**config.mk**
```make
export PLATFORM = sky130hd
export DESIGN_NAME = pmic_supervisor
export DESIGN_NICKNAME = d
export VERILOG_FILES = /design/src/hw/supervisor_pkg.sv /design/src/hw/pin_sync.sv /design/src/hw/i2c_reg_slave.sv /design/src/hw/pmic_supervisor.sv
export SDC_FILE = /design/constraint.sdc
export NUM_CORES = 1
export LEC_CHECK = 0
export BUFFER_PORTS_ARGS = -buffer_cell sky130_fd_sc_hd__buf_4
export CORE_ASPECT_RATIO = 0.6
export CORE_MARGIN = 8
export CORE_UTILIZATION = 60
export DETAILED_ROUTE_END_ITERATION = 12
export GPL_ROUTABILITY_DRIVEN = 0
export GPL_TIMING_DRIVEN = 0
export PLACE_DENSITY = 0.78
export SKIP_LAST_GASP = 1
export SYNTH_ARGS = -nofsm -noshare
export SYNTH_HDL_FRONTEND = slang
export SYNTH_HIERARCHICAL = 1
export SYNTH_SLANG_ARGS = --single-unit
```
**constraint.sdc**
```tcl
create_clock -name CLK_I -period 4.6 [get_ports CLK_I]
set_input_delay 0.46 -clock CLK_I [delete_from_list [all_inputs] [get_ports CLK_I]]
set_output_delay 0.46 -clock CLK_I [all_outputs]
set_load 0.1 [all_outputs]
```
**src/hw/supervisor_pkg.sv**
```systemverilog
// Purpose: Shared constants and carriers of the power supervisor logic.
// Assumes: 200 MHz core clock.
// Notes: Register offsets are byte addresses on the serial bus.
package supervisor_pkg;
    localparam int CLK_PERIOD_PS = 5000;
    localparam int RESET_DELAY_MS_PER_NF = 100;
    localparam int RESET_CAP_NF = 1;
    localparam int DEBOUNCE_MS = 30;
    localparam longint PS_PER_MS = 64'd1_000_000_000;
    localparam longint RESET_DELAY_CYCLES =
        RESET_CAP_NF * RESET_DELAY_MS_PER_NF * PS_PER_MS / CLK_PERIOD_PS;
    localparam longint DEBOUNCE_CYCLES =
        DEBOUNCE_MS * PS_PER_MS / CLK_PERIOD_PS;

    localparam logic [6:0] SLAVE_ADDR = 7'h48;
    localparam logic [7:0] REG_REVISION = 8'h00;
    localparam logic [7:0] REG_RAIL_FAULT_STATUS = 8'h01;
    localparam logic [7:0] REG_MASK = 8'h02;
    localparam logic [7:0] REG_LINREG_SEL = 8'h06;
    localparam logic [7:0] UNMAPPED_DATA = 8'hFF;
    localparam logic [7:0] MASK_RESET = 8'hC0;
    localparam logic [7:0] MASK_WRITABLE = 8'hFE;
    localparam int SUPPLY_FAIL_BIT = 7;
    localparam int BATTERY_LOW_BIT = 6;
    localparam int RAIL_LSB = 1;
    localparam int MEMORY_BUCK_IDX = 2;
    localparam int NUM_RAILS = 5;

    typedef struct packed {
        logic scl;
        logic sda;
        logic warm_reset_n;
        logic backup_rail_ok;
        logic supply_fail_sense;
        logic battery_low_sense;
        logic dvt_active;
        logic core_buck_default_sel;
        logic [1:0] linreg_default_sel;
        logic [NUM_RAILS-1:0] rail_low;
        logic [NUM_RAILS-1:0] rail_en;
    } pins_type;

    // Idle bus and released warm reset, so no false start after reset
    localparam pins_type PINS_IDLE = '{scl: 1'b1, sda: 1'b1,
        warm_reset_n: 1'b1, default: '0};

    typedef struct packed {
        logic rd;
        logic wr;
        logic [7:0] ptr;
        logic [7:0] wdata;
    } reg_req_type;
endpackage : supervisor_pkg

```
**src/hw/pin_sync.sv**
```systemverilog
// Purpose: Three-stage pin synchroniser with agreement filter.
// Assumes: Inputs asynchronous to clk_i.
// Notes: Output follows only when stages two and three agree.
`timescale 1ns/1ps
module pin_sync #(
    parameter int W = 1,
    parameter logic [W-1:0] RST_VAL = '0
) (
    input wire logic clk_i,
    input wire logic rstn_i,
    input wire logic [W-1:0] din_i,
    output logic [W-1:0] dout_o
);
    typedef struct packed {
        logic [W-1:0] s1;
        logic [W-1:0] s2;
        logic [W-1:0] s3;
        logic [W-1:0] q;
    } sync_state_type;

    sync_state_type r, next_r;

    if (W < 1) begin : g_check
        $error("pin_sync width must be positive");
    end

    always_comb begin
        next_r = r;
        next_r.s1 = din_i;
        next_r.s2 = r.s1;
        next_r.s3 = r.s2;
        // Stage one feeds only stage two; metastability stays contained
        next_r.q = (r.s2 & ~(r.s2 ^ r.s3)) | (r.q & (r.s2 ^ r.s3));
    end

    always_ff @(posedge clk_i or negedge rstn_i) begin
        if (!rstn_i) begin
            r <= '{s1: RST_VAL, s2: RST_VAL, s3: RST_VAL, q: RST_VAL};
        end else begin
            r <= next_r;
        end
    end

    assign dout_o = r.q;
endmodule : pin_sync

```
**src/hw/i2c_reg_slave.sv**
```systemverilog
// Purpose: Oversampled serial slave with register pointer.
// Assumes: scl_i and sda_i already synchronised; no clock stretching.
// Notes: Read data is sampled from rdata_i when rd pulses.
`timescale 1ns/1ps
module i2c_reg_slave
    import supervisor_pkg::*;
(
    input wire logic clk_i,
    input wire logic rstn_i,
    input wire logic scl_i,
    input wire logic sda_i,
    input wire logic [7:0] rdata_i,
    output logic sda_oe_o,
    output supervisor_pkg::reg_req_type req_o
);
    typedef enum logic [3:0] {
        IDLE, ADDR, ACK_ADDR, PTR, ACK_PTR, WDATA, ACK_DATA, RDATA, RACK
    } slave_st_type;

    typedef struct packed {
        slave_st_type st;
        logic [7:0] sh;
        logic [3:0] cnt;
        logic rw;
        logic ack;
        logic oe;
        logic scl_q;
        logic sda_q;
        reg_req_type req;
    } slave_state_type;

    slave_state_type r, next_r;
    logic start, stop, rise, fall;

    assign start = r.scl_q && scl_i && r.sda_q && !sda_i;
    assign stop = r.scl_q && scl_i && !r.sda_q && sda_i;
    assign rise = !r.scl_q && scl_i;
    assign fall = r.scl_q && !scl_i;

    always_comb begin
        next_r = r;
        next_r.scl_q = scl_i;
        next_r.sda_q = sda_i;
        next_r.req.rd = 1'b0;
        next_r.req.wr = 1'b0;
        if (start) begin
            next_r.st = ADDR;
            next_r.cnt = 4'h0;
            next_r.oe = 1'b0;
        end else if (stop) begin
            next_r.st = IDLE;
            next_r.oe = 1'b0;
        end else if (rise) begin
            case (r.st)
                ADDR, PTR, WDATA: begin
                    next_r.sh = {r.sh[6:0], sda_i};
                    next_r.cnt = r.cnt + 4'h1;
                end
                RDATA: next_r.cnt = r.cnt + 4'h1;
                RACK: next_r.ack = !sda_i;
                default: next_r.st = r.st;
            endcase
        end else if (fall) begin
            case (r.st)
                ADDR: begin
                    if (r.cnt == 4'h8) begin
                        if (r.sh[7:1] == SLAVE_ADDR) begin
                            next_r.rw = r.sh[0];
                            next_r.oe = 1'b1;
                            next_r.st = ACK_ADDR;
                        end else begin
                            next_r.st = IDLE;
                        end
                    end
                end
                ACK_ADDR, RACK: begin
                    next_r.cnt = 4'h0;
                    if ((r.st == ACK_ADDR && r.rw) ||
                        (r.st == RACK && r.ack)) begin
                        next_r.sh = rdata_i;
                        next_r.oe = !rdata_i[7];
                        next_r.req.rd = 1'b1;
                        next_r.st = RDATA;
                    end else if (r.st == ACK_ADDR) begin
                        next_r.oe = 1'b0;
                        next_r.st = PTR;
                    end else begin
                        next_r.oe = 1'b0;
                        next_r.st = IDLE;
                    end
                end
                PTR, WDATA: begin
                    if (r.cnt == 4'h8) begin
                        next_r.oe = 1'b1;
                        if (r.st == PTR) begin
                            next_r.req.ptr = r.sh;
                            next_r.st = ACK_PTR;
                        end else begin
                            next_r.req.wdata = r.sh;
                            next_r.req.wr = 1'b1;
                            next_r.st = ACK_DATA;
                        end
                    end
                end
                ACK_PTR, ACK_DATA: begin
                    next_r.oe = 1'b0;
                    next_r.cnt = 4'h0;
                    next_r.st = WDATA;
                end
                RDATA: begin
                    if (r.cnt == 4'h8) begin
                        next_r.oe = 1'b0;
                        next_r.st = RACK;
                    end else begin
                        next_r.sh = {r.sh[6:0], 1'b1};
                        next_r.oe = !r.sh[6];
                    end
                end
                default: next_r.st = IDLE;
            endcase
        end
    end

    always_ff @(posedge clk_i or negedge rstn_i) begin
        if (!rstn_i) begin
            r <= '{st: IDLE, scl_q: 1'b1, sda_q: 1'b1, default: '0};
        end else begin
            r <= next_r;
        end
    end

    assign sda_oe_o = r.oe;
    assign req_o = r.req;
endmodule : i2c_reg_slave

```
**src/hw/pmic_supervisor.sv**
```systemverilog
// Purpose: Reset, power-good, default latching and status registers.
// Assumes: Analog comparators deliver digital levels; RSTN_I is the
//          undervoltage lockout.
// Notes: Timing counts are parameters so simulation can shorten them.
`timescale 1ns/1ps
module pmic_supervisor
    import supervisor_pkg::*;
#(
    parameter int unsigned RESET_CYCLES = int'(RESET_DELAY_CYCLES),
    parameter int unsigned DEBOUNCE_LEN = int'(DEBOUNCE_CYCLES),
    // Arbitrary value, not tied to any real part
    parameter logic [7:0] REVISION_CODE = 8'h5A
) (
    input wire logic CLK_I,
    input wire logic RSTN_I,
    input wire logic SCL_I,
    input wire logic SDA_I,
    output logic SDA_O,
    output logic SDA_OE_O,
    input wire logic WARM_RESET_N_I,
    input wire logic BACKUP_RAIL_OK_I,
    input wire logic SUPPLY_FAIL_SENSE_I,
    input wire logic BATTERY_LOW_SENSE_I,
    input wire logic DVT_ACTIVE_I,
    input wire logic CORE_BUCK_DEFAULT_SEL_I,
    input wire logic [1:0] LINREG_DEFAULT_SEL_I,
    input wire logic [supervisor_pkg::NUM_RAILS-1:0] RAIL_LOW_I,
    input wire logic [supervisor_pkg::NUM_RAILS-1:0] RAIL_EN_I,
    output logic SYSTEM_RESET_N_O,
    output logic SYSTEM_RESET_N_OE_O,
    output logic INT_N_O,
    output logic INT_N_OE_O,
    output logic CORE_BUCK_RELOAD_O,
    output logic CORE_BUCK_DEFAULT_SEL_O,
    output logic [1:0] LINREG_SEL_O
);
    import supervisor_pkg::*;

    typedef struct packed {
        logic [31:0] db_cnt;
        logic warm_active;
        logic [31:0] rst_cnt;
        logic sys_rst_n;
        logic reload;
        logic core_sel;
        logic [7:0] mask;
        logic [1:0] linreg_sel;
        logic sel_taken;
        logic int_quiet;
        logic int_low;
        logic [7:0] fault_q;
    } top_state_type;

    top_state_type r, next_r;
    pins_type pins_raw, pins;
    reg_req_type req;
    logic [7:0] status;
    logic [7:0] unmasked;
    logic [7:0] rdata;
    logic [NUM_RAILS-1:0] rail_fault;
    logic none_enabled;
    logic warm_raw_active;

    if (RESET_CYCLES < 1 || DEBOUNCE_LEN < 1) begin : g_check
        $error("timing counts must be at least one cycle");
    end

    assign pins_raw = '{scl: SCL_I, sda: SDA_I,
        warm_reset_n: WARM_RESET_N_I, backup_rail_ok: BACKUP_RAIL_OK_I,
        supply_fail_sense: SUPPLY_FAIL_SENSE_I,
        battery_low_sense: BATTERY_LOW_SENSE_I,
        dvt_active: DVT_ACTIVE_I,
        core_buck_default_sel: CORE_BUCK_DEFAULT_SEL_I,
        linreg_default_sel: LINREG_DEFAULT_SEL_I,
        rail_low: RAIL_LOW_I, rail_en: RAIL_EN_I};

    pin_sync #(
        .W($bits(pins_type)),
        .RST_VAL(PINS_IDLE)
    ) u_sync (
        .clk_i(CLK_I),
        .rstn_i(RSTN_I),
        .din_i(pins_raw),
        .dout_o(pins)
    );

    i2c_reg_slave u_slave (
        .clk_i(CLK_I),
        .rstn_i(RSTN_I),
        .scl_i(pins.scl),
        .sda_i(pins.sda),
        .rdata_i(rdata),
        .sda_oe_o(SDA_OE_O),
        .req_o(req)
    );

    assign warm_raw_active = !pins.warm_reset_n;

    always_comb begin
        rail_fault = pins.rail_low & pins.rail_en;
        if (pins.dvt_active) begin
            rail_fault[MEMORY_BUCK_IDX] = 1'b0;
        end
    end

    always_comb begin
        status = 8'h00;
        status[SUPPLY_FAIL_BIT] = pins.supply_fail_sense;
        status[BATTERY_LOW_BIT] = pins.battery_low_sense;
        status[RAIL_LSB +: NUM_RAILS] = rail_fault;
    end

    assign unmasked = status & ~r.mask;
    assign none_enabled = (pins.rail_en == '0);

    always_comb begin
        case (req.ptr)
            REG_REVISION: rdata = REVISION_CODE;
            REG_RAIL_FAULT_STATUS: rdata = status;
            REG_MASK: rdata = r.mask;
            REG_LINREG_SEL: rdata = {6'h00, r.linreg_sel};
            default: rdata = UNMAPPED_DATA;
        endcase
    end

    always_comb begin
        next_r = r;

        if (warm_raw_active != r.warm_active) begin
            if (r.db_cnt >= DEBOUNCE_LEN - 1) begin
                next_r.warm_active = warm_raw_active;
                next_r.db_cnt = '0;
            end else begin
                next_r.db_cnt = r.db_cnt + 32'h0000_0001;
            end
        end else begin
            next_r.db_cnt = '0;
        end

        if (!pins.backup_rail_ok || r.warm_active) begin
            next_r.sys_rst_n = 1'b0;
            next_r.rst_cnt = '0;
        end else if (!r.sys_rst_n) begin
            if (r.rst_cnt >= RESET_CYCLES - 1) begin
                next_r.sys_rst_n = 1'b1;
            end else begin
                next_r.rst_cnt = r.rst_cnt + 32'h0000_0001;
            end
        end

        next_r.reload = r.warm_active || !pins.backup_rail_ok ||
            !r.sys_rst_n;
        // only core buck follows warm reset
        if (next_r.reload) begin
            next_r.core_sel = pins.core_buck_default_sel;
        end

        // follow pins until first reset release
        // Synced pins still hold reset values at the first edge
        if (!r.sel_taken) begin
            next_r.sel_taken = r.sys_rst_n;
            next_r.linreg_sel = pins.linreg_default_sel;
        end

        if (req.wr) begin
            if (req.ptr == REG_MASK) begin
                next_r.mask = req.wdata & MASK_WRITABLE;
            end
            if (req.ptr == REG_LINREG_SEL) begin
                next_r.linreg_sel = req.wdata[1:0];
            end
        end

        if (req.rd && req.ptr == REG_RAIL_FAULT_STATUS && r.int_low) begin
            next_r.int_quiet = 1'b1;
        end
        // new fault re-arms, wins over read
        if (|(unmasked & ~r.fault_q)) begin
            next_r.int_quiet = 1'b0;
        end
        next_r.fault_q = unmasked;

        // low while an unmasked fault is not yet read, or while no rail is enabled
        next_r.int_low = none_enabled ||
            ((|unmasked) && !next_r.int_quiet);
    end

    always_ff @(posedge CLK_I or negedge RSTN_I) begin
        if (!RSTN_I) begin
            r <= '{mask: MASK_RESET, reload: 1'b1, int_low: 1'b1,
                default: '0};
        end else begin
            r <= next_r;
        end
    end

    // Open-drain pins drive only low
    assign SDA_O = 1'b0;
    assign SYSTEM_RESET_N_O = 1'b0;
    assign SYSTEM_RESET_N_OE_O = !r.sys_rst_n;
    assign INT_N_O = 1'b0;
    assign INT_N_OE_O = r.int_low;
    assign CORE_BUCK_RELOAD_O = r.reload;
    assign CORE_BUCK_DEFAULT_SEL_O = r.core_sel;
    assign LINREG_SEL_O = r.linreg_sel;
endmodule : pmic_supervisor

```
==> results.json <==
{
  "vias": 6288,
  "synth_edf_count": 0,
  "slew_headroom": 0.2697,
  "fill_cells": 1025,
  "reg2reg_from": "r[24]",
  "start_kind": "register",
  "start_util": 0.6157,
  "dieArea_mm2": 0.01922,
  "path_depth": 7,
  "max_freq_mhz": 364.4,
  "crit_buf_inv": 1,
  "rsz0062_at_grt": "no",
  "via_per_inst": 6.006,
  "antenna_found_initial": 0,
  "crit_end": "r[25]",
  "rows": 34,
  "setup_viol": 0,
  "syn_area_per_cell_um2": 11.57,
  "critPathTopFamily": "simple AND/OR/NAND/NOR gates",
  "grt_max_degree": 130,
  "tns_ns": 0,
  "report.final.slew_viol_count": 0,
  "nets": 865,
  "fin_skew_ns": 0.01372,
  "critPathKind": "reg -> reg",
  "cp_cell_sequence": "ha_1, and3_1, a211oi_4, nor4_1, buf_2, o21ai_0, a21oi_1",
  "diodes": 0,
  "die_w_um": 173.7,
  "dr.pass1.iters": 7,
  "hold_start": "RAIL_LOW_I[0]",
  "crit_fanout": 10,
  "drc_errors": 0,
  "multi_input_area_mm2": 0.003321,
  "layout_min_cycle_time_ns": 2.744,
  "synth_area_leaders": "dfrtp_1 (53%), dfstp_2 (5.3%), mux2_2 (3.6%)",
  "path_clk_slew_ns": 0.06,
  "cts_max_level": 1,
  "area_growth_pct": 13.74,
  "clkPwrFrac": 0.417,
  "io_buffers": 28,
  "p_per_area_mw_per_mm2": 402.9,
  "vdd_drop_max_v": 0.0002562,
  "min_period_over_period": 0.5965,
  "crit_arrival_ns": 3.14,
  "ys_async_sr_fraction": 1.000,
  "r2r_end": "r[25]",
  "fp.dieH_um": 110.6,
  "ios": 32,
  "drv_cap": 0,
  "cp-startpoint": "r[24]",
  "seqCellArea_mm2": 0.005177,
  "worstSkewPairLatency_ns": 0.49,
  "hold_viol": 0,
  "layout-drive-gt1-share": 0.2320,
  "syn_inst": 774,
  "grt_usage": 0.1958,
  "worst_path_largest_cell_delay_ns": 0.92,
  "intPower_uw": 3120,
  "wl_um": 19000,
  "crit_path_end_kind": "register",
  "whs_ns": 0.08108,
  "outcome": "completed",
  "stdcell_count": 1047,
  "grt_pass1_vias": 6329,
  "root_buffer": "clkbuf_16",
  "clock_path_buffers": 3,
  "core-area_mm2": 0.01455,
  "tightest_slew_ns": 1.085,
  "placed_cells": 1012,
  "cts_buffers": 19,
  "hold_path.class": "in -> reg",
  "ant_nets": 0,
  "required_ns": 4.99,
  "yosysTopAreaCell": "dfrtp_1",
  "reg2reg_setup_slack_ns": 1.86,
  "synth.distinct_cells": 71,
  "ys_ff_latch": 206,
  "synth_top_area_share": 0.5252,
  "cts.sinks": 206,
  "swShare": 0.2400,
  "dp_hpwl_um": 12910,
  "leakage_uw": 0.004457,
  "power_frac_seq": 0.488,
  "grt_overflow": 0,
  "critPathSlowestCell": "nor4_1",
  "grt_pass1_wl_um": 31720,
  "synth_ff_type": "dfrtp_1",
  "ys_seq_area_frac": 0.5780,
  "cts_setup_buffers": 0,
  "combinationalPowerShare": 0.096,
  "r2r_cells": 7,
  "synthesis.area_mm2": 0.008957,
  "cts_tree": "built",
  "p_sw_uw": 984.9,
  "drtIter0Drc": 789,
  "wl_per_cell_um": 18.14,
  "synth_warnings": 6
}
[timing repair]
item	CTS	global route
hold buffers	1	0
gates resized for setup	0	0
endpoints found under the hold margin	67	0
[cells in the mapped netlist, types with 15 or more instances]
cell type  instances
dfrtp_1          188
nor2_1            49
a21oi_1           48
buf_4             43
nand2_1           40
nand3_1           33
mux2_2            29
o21ai_0           28
inv_1             21
maj3_2            20
and2_1            18
dfstp_2           18
or4_1             16
nor3_1            15
[state kept, by name, indices dropped and copies added, names as in the netlist, named ones only]
name                     cells
CORE_BUCK_DEFAULT_SEL_O      1
CORE_BUCK_RELOAD_O           1
INT_N_OE_O                   1
LINREG_SEL_O                 2
r                           82
u_slave/r                   20
u_slave/req_o               18
u_slave/sda_oe_o             1
u_sync/next_r               40
u_sync/r                    20
[how the worst min path moves through the flow]
stage | to | cells past startpoint
detailed placement | u_sync/next_r[21] | 0
global route | u_sync/next_r[43] | 1
finish | u_sync/next_r[45] | 1
CTS | u_sync/next_r[45] | 1
global placement | u_sync/next_r[34] | 0
floorplan | CORE_BUCK_DEFAULT_SEL_O | 0
[through the flow]
| stage | total power [µW] | area (µm²) | setup slack (ns) | util |
|---|---|---|---|---|
| 2_1_floorplan | 2270 | 8999 | 2.291 | - |
| 3_3_place_gp | 2391 | 9457 | 1.815 | 0.6500 |
| 4_1_cts | 4137 | 10190 | 1.958 | 0.7003 |
| 6_report | 4105 | 10190 | 1.856 | 0.7003 |
| 3_5_place_dp | 2418 | 9492 | 1.999 | 0.6524 |
| 5_1_grt | 4267 | 10190 | 1.768 | 0.7003 |
[cells in the final DEF (no fill, tap or decap), types with 6 or more instances in the layout]
| cell type | instances |
|---|---|
| o21ai_0 | 28 |
| nand4_1 | 14 |
| maj3_2 | 20 |
| o31ai_1 | 10 |
| dfrtp_1 | 188 |
| buf_4 | 70 |
| buf_2 | 7 |
| nand2_1 | 40 |
| clkbuf_16 | 19 |
| or4_1 | 16 |
| nand3b_1 | 6 |
| conb_1 | 12 |
| a21oi_1 | 48 |
| nor2_1 | 49 |
| and2_1 | 18 |
| clkbuf_1 | 18 |
| nor4_1 | 8 |
| ha_1 | 7 |
| inv_1 | 21 |
| nand3_1 | 33 |
| or3_1 | 13 |
| and3_1 | 8 |
| xnor2_1 | 12 |
| mux2_2 | 29 |
| nor3_1 | 15 |
| o211ai_1 | 7 |
| dfstp_2 | 18 |
| xor2_1 | 13 |
[logic make-up (layout without fill, tap and decap cells)]
family / after synthesis / count (layout) / share of synthesized area
AO/OA/AOI/OAI: 139 / 139 / 0.1036
multiplexers: 37 / 37 / 0.04596
adder cells (fa/ha/maj): 27 / 27 / 0.03492
flip-flops: 206 / 206 / 0.5780
other: 1 / 12 / 0.0004187
AND/OR/NAND/NOR: 253 / 253 / 0.1567
XOR/XNOR: 25 / 25 / 0.02444
buffers and inverters: 86 / 150 / 0.05587
[layer usage]
metal / vias to the layer above / wire length, µm / GRT usage
li1: 2856 / - / -
met1: 3105 / 8915 / 0.2955
met2: 290 / 8322 / 0.2841
met3: 37 / 1421 / 0.03776
met4: 0 / 337 / 0.05275
met5: - / 0 / 0
[power groups by stage]
stage | Sequential (µW) | Combinational [µW] | Clock (µW)
6_report | 2000 | 393 | 1710
5_1_grt | 2010 | 430 | 1820
4_1_cts | 2000 | 391 | 1750
3_5_place_dp | 2030 | 386 | 0
3_3_place_gp | 2020 | 367 | 0
2_1_floorplan | 2040 | 232 | 0
[area by class of cell]
type	count	share of cell area
flip-flops and latches	206	0.5082
multi-input cells	493	0.3259
clock buffers	27	0.05354
plain buffers	65	0.04139
repair buffers	30	0.02505
well taps	198	0.02432
clock inverters	7	0.01388
inverters	21	0.007737
(Power assumes the default switching activity.)
